## src/mcec_regs.svh

```systemverilog
`ifndef MCEC_REGS_SVH
`define MCEC_REGS_SVH

// register offsets on the microprocessor port
`define MCEC_ADDR_CODE_LEN 8'h0F
`define MCEC_ADDR_TX_CODE 8'h10
`define MCEC_ADDR_RX_ACT_CODE 8'h11
`define MCEC_ADDR_RX_DEACT_CODE 8'h12
`define MCEC_ADDR_ERR_CTRL 8'h13
`define MCEC_ADDR_COUNT_LOW 8'h1E
`define MCEC_ADDR_COUNT_HIGH 8'h1F

// reset values
`define MCEC_RST_CODE_LEN 8'h01
`define MCEC_RST_TX_CODE 8'h01
`define MCEC_RST_RX_ACT_CODE 8'h01
`define MCEC_RST_RX_DEACT_CODE 8'h09
`define MCEC_RST_ERR_CTRL 8'h00

// loopback_code_length_ctrl fields
`define MCEC_TX_LEN_LSB 4
`define MCEC_ACT_LEN_LSB 2
`define MCEC_DEACT_LEN_LSB 0
`define MCEC_CODE_LEN_MASK 8'h3F

// error_insert_count_ctrl fields
`define MCEC_BIT_VIOL_INJ 6
`define MCEC_BIT_TX_PATTERN_SEL_INJ 5
`define MCEC_BIT_ZERO_RULE 4
`define MCEC_SEL_LSB 2
`define MCEC_BIT_MODE 1
`define MCEC_BIT_TRANSFER 0
`define MCEC_ERR_CTRL_MASK 8'h7F

// shortest in-band code length
`define MCEC_MIN_CODE_LEN 5

// automatic report interval
`define MCEC_CLK_HZ 50000000
`define MCEC_REPORT_PERIOD_MS 1000
`define MCEC_REPORT_CYCLES (`MCEC_CLK_HZ / 1000 * `MCEC_REPORT_PERIOD_MS)

`endif

```

## src/mcec_pkg.sv

```systemverilog
package mcec_pkg;

    typedef enum logic [1:0] {
        MCEC_SEL_PATTERN = 2'h0,
        MCEC_SEL_ZERO_RUN = 2'h1,
        MCEC_SEL_VIOLATION = 2'h2,
        MCEC_SEL_VIOL_ZERO = 2'h3
    } mcec_err_sel_type;

    typedef enum logic [1:0] {
        MCEC_TX_PATTERN_SEL_NORMAL = 2'h0,
        MCEC_TX_PATTERN_SEL_ONES = 2'h1,
        MCEC_TX_PATTERN_SEL_PRBS = 2'h2,
        MCEC_TX_PATTERN_SEL_LOOP_CODE = 2'h3
    } mcec_tx_pattern_sel_type;

    // receive error events, one-cycle pulses each
    typedef struct packed {
        logic pattern_error;
        logic excess_zero;
        logic code_violation;
    } mcec_rx_err_type;

    // receive in-band code with its length select
    typedef struct packed {
        logic [7:0] code;
        logic [1:0] len;
    } mcec_rx_code_type;

endpackage

```

## src/mcec_code_shifter.sv

```systemverilog
`timescale 1ns/10ps
`default_nettype none
`include "mcec_regs.svh"

// repeats the low N bits of the code, most significant of them first
module mcec_code_shifter
    import mcec_pkg::*;
(
    input wire logic mclk,
    input wire logic srst,
    input wire logic enable,
    input wire logic bit_en,
    input wire logic [7:0] code,
    input wire logic [1:0] len,
    output logic code_bit
);

    logic [2:0] idx;
    logic [2:0] next_idx;
    logic next_code_bit;
    logic [2:0] top;
    logic [2:0] cur;

    always_comb begin
        top = 3'(len) + 3'(`MCEC_MIN_CODE_LEN - 1);
        // a shortened length never reaches above the new top bit
        cur = (idx > top) ? top : idx;
        next_idx = idx;
        next_code_bit = code_bit;
        if (!enable) begin
            next_idx = top;
            next_code_bit = 1'b0;
        end else if (bit_en) begin
            next_code_bit = code[cur];
            next_idx = (cur == 3'h0) ? top : cur - 3'h1;
        end
    end

    always_ff @(posedge mclk) begin
        if (srst) begin
            idx <= 3'h4;
            code_bit <= 1'b0;
        end else begin
            idx <= next_idx;
            code_bit <= next_code_bit;
        end
    end

endmodule

`default_nettype wire

```

## src/mcec_err_counter.sv

```systemverilog
`timescale 1ns/10ps
`default_nettype none

// 16-bit error counter, saturating, with transfer-and-clear
module mcec_err_counter
    import mcec_pkg::*;
#(
    parameter int WIDTH = 16
) (
    input wire logic mclk,
    input wire logic srst,
    input wire mcec_err_sel_type sel,
    input wire mcec_rx_err_type rx_err,
    input wire logic transfer,
    output logic [WIDTH-1:0] result
);

    logic [WIDTH-1:0] count;
    logic [WIDTH-1:0] next_count;
    logic [WIDTH-1:0] next_result;
    logic [1:0] inc;
    logic [WIDTH:0] sum;

    always_comb begin
        case (sel)
            MCEC_SEL_PATTERN: inc = {1'b0, rx_err.pattern_error};
            MCEC_SEL_ZERO_RUN: inc = {1'b0, rx_err.excess_zero};
            MCEC_SEL_VIOLATION: inc = {1'b0, rx_err.code_violation};
            MCEC_SEL_VIOL_ZERO:
                inc = 2'(rx_err.code_violation) + 2'(rx_err.excess_zero);
            default: inc = 2'h0;
        endcase
        next_result = result;
        if (transfer) begin
            // events in the transfer cycle start the new count
            next_result = count;
            sum = {{(WIDTH-1){1'b0}}, inc};
        end else begin
            sum = {1'b0, count} + {{(WIDTH-1){1'b0}}, inc};
        end
        next_count = sum[WIDTH] ? '1 : sum[WIDTH-1:0];
    end

    always_ff @(posedge mclk) begin
        if (srst) begin
            count <= '0;
            result <= '0;
        end else begin
            count <= next_count;
            result <= next_result;
        end
    end

endmodule

`default_nettype wire

```

## src/mcec_maint_ctrl.sv

```systemverilog
`timescale 1ns/10ps
`default_nettype none
`include "mcec_regs.svh"

module mcec_maint_ctrl
    import mcec_pkg::*;
#(
    parameter int REPORT_CYCLES = `MCEC_REPORT_CYCLES
) (
    input wire logic mclk,
    input wire logic srst,
    input wire logic [7:0] addr,
    input wire logic wr_en,
    input wire logic rd_en,
    input wire logic [7:0] wdata,
    output logic [7:0] rdata,
    input wire mcec_tx_pattern_sel_type tx_pattern_sel,
    input wire logic tx_bit_en,
    output logic tx_loop_active,
    output logic tx_loop_code,
    output logic violation_insert,
    output logic pattern_error_insert,
    output mcec_rx_code_type rx_activate_code,
    output mcec_rx_code_type rx_deactivate_code,
    output logic zero_run_rule_sel,
    input wire mcec_rx_err_type rx_err,
    output logic report_tick
);

    logic [7:0] code_len;
    logic [7:0] tx_code;
    logic [7:0] act_code;
    logic [7:0] deact_code;
    logic [7:0] err_ctrl;
    logic [7:0] next_code_len;
    logic [7:0] next_tx_code;
    logic [7:0] next_act_code;
    logic [7:0] next_deact_code;
    logic [7:0] next_err_ctrl;
    logic [7:0] next_rdata;
    logic [15:0] count_result;

    // register writes
    always_comb begin
        next_code_len = code_len;
        next_tx_code = tx_code;
        next_act_code = act_code;
        next_deact_code = deact_code;
        next_err_ctrl = err_ctrl;
        if (wr_en) begin
            case (addr)
                `MCEC_ADDR_CODE_LEN:
                    next_code_len = wdata & `MCEC_CODE_LEN_MASK;
                `MCEC_ADDR_TX_CODE: next_tx_code = wdata;
                `MCEC_ADDR_RX_ACT_CODE: next_act_code = wdata;
                `MCEC_ADDR_RX_DEACT_CODE: next_deact_code = wdata;
                `MCEC_ADDR_ERR_CTRL:
                    next_err_ctrl = wdata & `MCEC_ERR_CTRL_MASK;
                default: begin
                end
            endcase
        end
    end

    always_ff @(posedge mclk) begin
        if (srst) begin
            code_len <= `MCEC_RST_CODE_LEN;
            tx_code <= `MCEC_RST_TX_CODE;
            act_code <= `MCEC_RST_RX_ACT_CODE;
            deact_code <= `MCEC_RST_RX_DEACT_CODE;
            err_ctrl <= `MCEC_RST_ERR_CTRL;
        end else begin
            code_len <= next_code_len;
            tx_code <= next_tx_code;
            act_code <= next_act_code;
            deact_code <= next_deact_code;
            err_ctrl <= next_err_ctrl;
        end
    end

    // register reads, unmapped addresses read zero
    always_comb begin
        next_rdata = rdata;
        if (rd_en) begin
            case (addr)
                `MCEC_ADDR_CODE_LEN: next_rdata = code_len;
                `MCEC_ADDR_TX_CODE: next_rdata = tx_code;
                `MCEC_ADDR_RX_ACT_CODE: next_rdata = act_code;
                `MCEC_ADDR_RX_DEACT_CODE: next_rdata = deact_code;
                `MCEC_ADDR_ERR_CTRL: next_rdata = err_ctrl;
                `MCEC_ADDR_COUNT_LOW: next_rdata = count_result[7:0];
                `MCEC_ADDR_COUNT_HIGH: next_rdata = count_result[15:8];
                default: next_rdata = 8'h00;
            endcase
        end
    end

    always_ff @(posedge mclk) begin
        if (srst) begin
            rdata <= 8'h00;
        end else begin
            rdata <= next_rdata;
        end
    end

    // rising-edge detection of the single-shot control bits
    logic viol_prev;
    logic tx_pattern_sel_prev;
    logic xfer_prev;
    logic next_violation_insert;
    logic next_pattern_error_insert;
    logic manual_xfer;
    logic next_manual_xfer;

    always_comb begin
        next_violation_insert = err_ctrl[`MCEC_BIT_VIOL_INJ]
            & ~viol_prev;
        next_pattern_error_insert = err_ctrl[`MCEC_BIT_TX_PATTERN_SEL_INJ]
            & ~tx_pattern_sel_prev;
        // a held transfer bit makes no further transfers
        next_manual_xfer = err_ctrl[`MCEC_BIT_TRANSFER] & ~xfer_prev
            & ~err_ctrl[`MCEC_BIT_MODE];
    end

    always_ff @(posedge mclk) begin
        if (srst) begin
            viol_prev <= 1'b0;
            tx_pattern_sel_prev <= 1'b0;
            xfer_prev <= 1'b0;
            violation_insert <= 1'b0;
            pattern_error_insert <= 1'b0;
            manual_xfer <= 1'b0;
        end else begin
            viol_prev <= err_ctrl[`MCEC_BIT_VIOL_INJ];
            tx_pattern_sel_prev <= err_ctrl[`MCEC_BIT_TX_PATTERN_SEL_INJ];
            xfer_prev <= err_ctrl[`MCEC_BIT_TRANSFER];
            violation_insert <= next_violation_insert;
            pattern_error_insert <= next_pattern_error_insert;
            manual_xfer <= next_manual_xfer;
        end
    end

    // automatic report interval divider
    logic [31:0] div_cnt;
    logic [31:0] next_div_cnt;
    logic next_report_tick;

    always_comb begin
        next_div_cnt = div_cnt;
        next_report_tick = 1'b0;
        if (!err_ctrl[`MCEC_BIT_MODE]) begin
            next_div_cnt = 32'h0;
        end else if (div_cnt >= 32'(REPORT_CYCLES - 1)) begin
            next_div_cnt = 32'h0;
            next_report_tick = 1'b1;
        end else begin
            next_div_cnt = div_cnt + 32'h1;
        end
    end

    always_ff @(posedge mclk) begin
        if (srst) begin
            div_cnt <= 32'h0;
            report_tick <= 1'b0;
        end else begin
            div_cnt <= next_div_cnt;
            report_tick <= next_report_tick;
        end
    end

    mcec_err_counter #(
        .WIDTH(16)
    ) u_counter (
        .mclk(mclk),
        .srst(srst),
        .sel(mcec_err_sel_type'(err_ctrl[`MCEC_SEL_LSB +: 2])),
        .rx_err(rx_err),
        .transfer(manual_xfer | report_tick),
        .result(count_result)
    );

    always_comb begin
        tx_loop_active = (tx_pattern_sel == MCEC_TX_PATTERN_SEL_LOOP_CODE);
        zero_run_rule_sel = err_ctrl[`MCEC_BIT_ZERO_RULE];
        rx_activate_code.code = act_code;
        rx_activate_code.len = code_len[`MCEC_ACT_LEN_LSB +: 2];
        rx_deactivate_code.code = deact_code;
        rx_deactivate_code.len = code_len[`MCEC_DEACT_LEN_LSB +: 2];
    end

    mcec_code_shifter u_shifter (
        .mclk(mclk),
        .srst(srst),
        .enable(tx_loop_active),
        .bit_en(tx_bit_en),
        .code(tx_code),
        .len(code_len[`MCEC_TX_LEN_LSB +: 2]),
        .code_bit(tx_loop_code)
    );

endmodule

`default_nettype wire

```

## config.mk

```make
export PLATFORM = sky130hd
export DESIGN_NAME = mcec_maint_ctrl
export DESIGN_NICKNAME = d
export VERILOG_FILES = /design/src/mcec_pkg.sv /design/src/mcec_code_shifter.sv /design/src/mcec_err_counter.sv /design/src/mcec_maint_ctrl.sv
export VERILOG_INCLUDE_DIRS = /design/src
export SDC_FILE = /design/constraint.sdc
export NUM_CORES = 1
export LEC_CHECK = 0
export BUFFER_PORTS_ARGS = -buffer_cell sky130_fd_sc_hd__buf_2
export CELL_PAD_IN_SITES_DETAIL_PLACEMENT = 1
export CELL_PAD_IN_SITES_GLOBAL_PLACEMENT = 2
export CORE_ASPECT_RATIO = 1.2
export CORE_MARGIN = 1.5
export CORE_UTILIZATION = 36
export CTS_CLUSTER_SIZE = 8
export DETAILED_ROUTE_END_ITERATION = 8
export GPL_TIMING_DRIVEN = 0
export PLACE_DENSITY = 0.78
export SETUP_SLACK_MARGIN = 0.05
export SLEW_MARGIN = 10
export SYNTH_ARGS = -nofsm -noshare
export SYNTH_HDL_FRONTEND = slang
export SYNTH_SLANG_ARGS = --single-unit
```

## constraint.sdc

```tcl
create_clock -name mclk -period 3.4 [get_ports mclk]
set_input_delay 0.68 -clock mclk [delete_from_list [all_inputs] [get_ports mclk]]
set_output_delay 0.68 -clock mclk [all_outputs]
set_load 0.1 [all_outputs]
```

==> metrics.txt <==
status=finished, final reports clean; layout cells sized above 1=0.209; Initial DRC Count=185; RePlAce Congestion=0.784; routed length per instance=17.2 µm; Final #Nets=710; die span in x=115 µm; # IOs=60; Critical Path End=u_shifter.idx[0]; Final Instance Area=6700 µm²; commonest cells in the netlist=dfxtp_1, nand2_1, nor2_1; Synth Area in Compound Gates=0.124; multiplexer area fraction after synthesis=0.0874; critical path cell sequence=inv_1 -> ha_1 -> nor2b_1 -> o211ai_2 -> a21o_1 -> inv_1 -> ha_1 -> ha_1 -> a211oi_1 -> a211oi_1 -> a2111oi_0; CTS resizes=0; crit share post-route=0.852; Max Slew Vio Count=0; post-route minimum period=2.90 ns; gr usage total=0.207; Largest delay share family, worst path=compound AO/OA/AOI/OAI gates; post-synthesis sequential area ratio=0.440; CP Launch Point=code_len[5]; power per cell area=545 nW/µm²; Clk pin slew, worst setup/hold paths=0.06 ns; total power=0.00366 W; CTS tree=yes; Synth Register Bits=120; number of synthesized flops with an enable pin=0; TritonRoute pass-1 iters=4; cells after synthesis=594; Crit Path Max Fanout=6; worst hold path type=reg -> reg; Area Growth Syn to Fin=22.8%; placed cell area=6020 µm²; Synth Flop Type=dfxtp_1; Final Setup Violations=0; max cap viols=0; vias in the first global route=4651; via-per-instance ratio=5.07; RSZ-0062 raised after global routing=no; Peak VDD IR=0.000456 V; # placed instances=860; yosys warns=0; starting density of the core=0.366; Worst Setup Start Kind=flip-flop; Req. time, crit path=3.70 ns; Reg2Reg Depth=11; vias=4523; slowest stage delay, CP=0.41 ns; Worst Path Buf+Inv=2; FMAX=345 MHz; hold_ws=0.387 ns; number of remaining DRC errors=0; Num CTS Buffers=17; Synth Area in XOR/XNOR=0.0562; H-tree depth=4; largest net degree at the start of global routing=17; I/O Buffers=57; Syn Area/Cell=9.19 µm²; Final Skew=0.0123 ns; CP max stage cell=dfxtp_1; Mapped Area=5460 µm²; hold buffers post-CTS=0; Post-CTS Setup Bufs=0; Die Footprint=15900 µm²; share of the synthesized area in the top cell type=0.440; static leakage=2.56 nW; Synth Area in Simple Gates=0.222; top cells by area, synth=dfxtp_1, nand2_1, mux2i_1; global-route wire length before repair=24600 µm; Final Hold Viols=0; number of routed nets with antenna violations=0; area of the multi-input gates=2810 µm²; antenna violations before repair=0; total gr overflow=0; Slew @ Worst Pin=0.764 ns; Storage cell area=2400 µm²; fin cells=892; adder and majority cell fraction of the synthesized area=0.0220; register-to-register setup slack=0.50 ns; Rows=49; die height=138 µm; crit path kind=reg -> reg; post-synth top area cell=dfxtp_1; TNS Setup=0 ns; ys async rst share=0; worst r2r dst=u_shifter.idx[0]; top-count cell post-synth=dfxtp_1; nature of the critical path endpoint=flip-flop; Worst path depth=11; largest family of logic cells by synthesized area=simple AND/OR/NAND/NOR gates; Yosys cell types=65; Antenna diodes=0; Worst EP arrival=3.20 ns; FF-to-FF Start=code_len[5]; Clock Sinks=120; core box area=14900 µm²; Fill cells=1765; Post-DP HPWL=11500 µm; CTS Buffer Depth=2; CP most frequent cell=ha_1; total wire length=15300 µm; CTS root buffer=clkbuf_16; Slew Limit Headroom=0.491; clk_lat worst skew=0.42 ns
-- per-layer routing --
layer	wire (µm)	vias to the layer above	track usage
met5	0	-	0
met4	308	0	0.0754
met3	536	21	0.0520
met2	8030	75	0.376
met1	6470	2217	0.232
li1	-	2210	-
-- sequential cells by signal, indices dropped and copies added (netlist names) --
signal and flops:
viol_prev 1, tx_code 8, tx_pattern_sel_prev 1, code_len 6, div_cnt 32, u_shifter.idx 3
err_ctrl 7, manual_xfer 1, deact_code 8, xfer_prev 1, report_tick 1, act_code 8
violation_insert 1, rdata 8, u_shifter.code_bit 1, u_counter.count 16, u_counter.result 16, pattern_error_insert 1
-- worst min path at each step --
stage	start	to	slack, ns	cells past startpoint
floorplan	tx_pattern_sel_prev	pattern_error_insert	0.37	1
global placement	viol_prev	violation_insert	0.37	1
detailed placement	tx_pattern_sel_prev	pattern_error_insert	0.38	1
CTS	viol_prev	violation_insert	0.39	1
global route	tx_pattern_sel_prev	pattern_error_insert	0.41	1
finish	viol_prev	violation_insert	0.39	1
-- kinds of logic (layout without fill, tap and decap cells) --
family	Yosys count	after routing
AND/OR/NAND/NOR	234	234
flip-flops	120	120
buffers and inverters	57	146
AO/OA/AOI/OAI	101	101
adder cells (fa/ha/maj)	9	9
other	1	6
multiplexers	37	37
XOR/XNOR	35	35
-- cell usage in the layout (no fill, tap or decap), types with 9 or more instances in the layout --
cell type and n:
and3_1 9, nand3_1 27, xor2_1 20, dfxtp_1 120
clkbuf_16 17, a21oi_1 42, nor2_1 60, mux2i_1 24
nor2b_1 10, clkbuf_1 17, inv_1 25, buf_2 63
xnor2_1 15, nand2_1 86
-- worst register-to-register path, cell delays in order, from the launching register on --
cell and delay [ns]:
dfxtp_1 0.41, inv_1 0.12, ha_1 0.32, nor2b_1 0.16
o211ai_2 0.29, a21o_1 0.31, inv_1 0.07, ha_1 0.19
ha_1 0.24, a211oi_1 0.23, a211oi_1 0.09, a2111oi_0 0.35
-- through the flow --
step                worst slack, ns   util
floorplan                     0.557      -
global placement              0.122  0.404
detailed placement           0.0580  0.404
CTS                           0.477  0.450
global route                  0.351  0.450
finish                        0.502  0.450
-- area by class of cell --
type	instances	area share
multi-input combinational	422	0.420
sequential	120	0.358
clock buffer	22	0.0707
timing repair buffer	57	0.0426
tap	204	0.0381
clock inverter	10	0.0317
buffer	31	0.0241
inverter	26	0.0146
-- power by group --
group          internal [W]  total (W)  leakage, nW  switching [W]
registers           0.00142    0.00142        0.969     0.00000593
logic             0.0000417   0.000135         1.27      0.0000929
clock network       0.00144    0.00210        0.328       0.000661
total               0.00290    0.00366         2.56       0.000760
No activity file was read; power rests on OpenSTA's default activity.
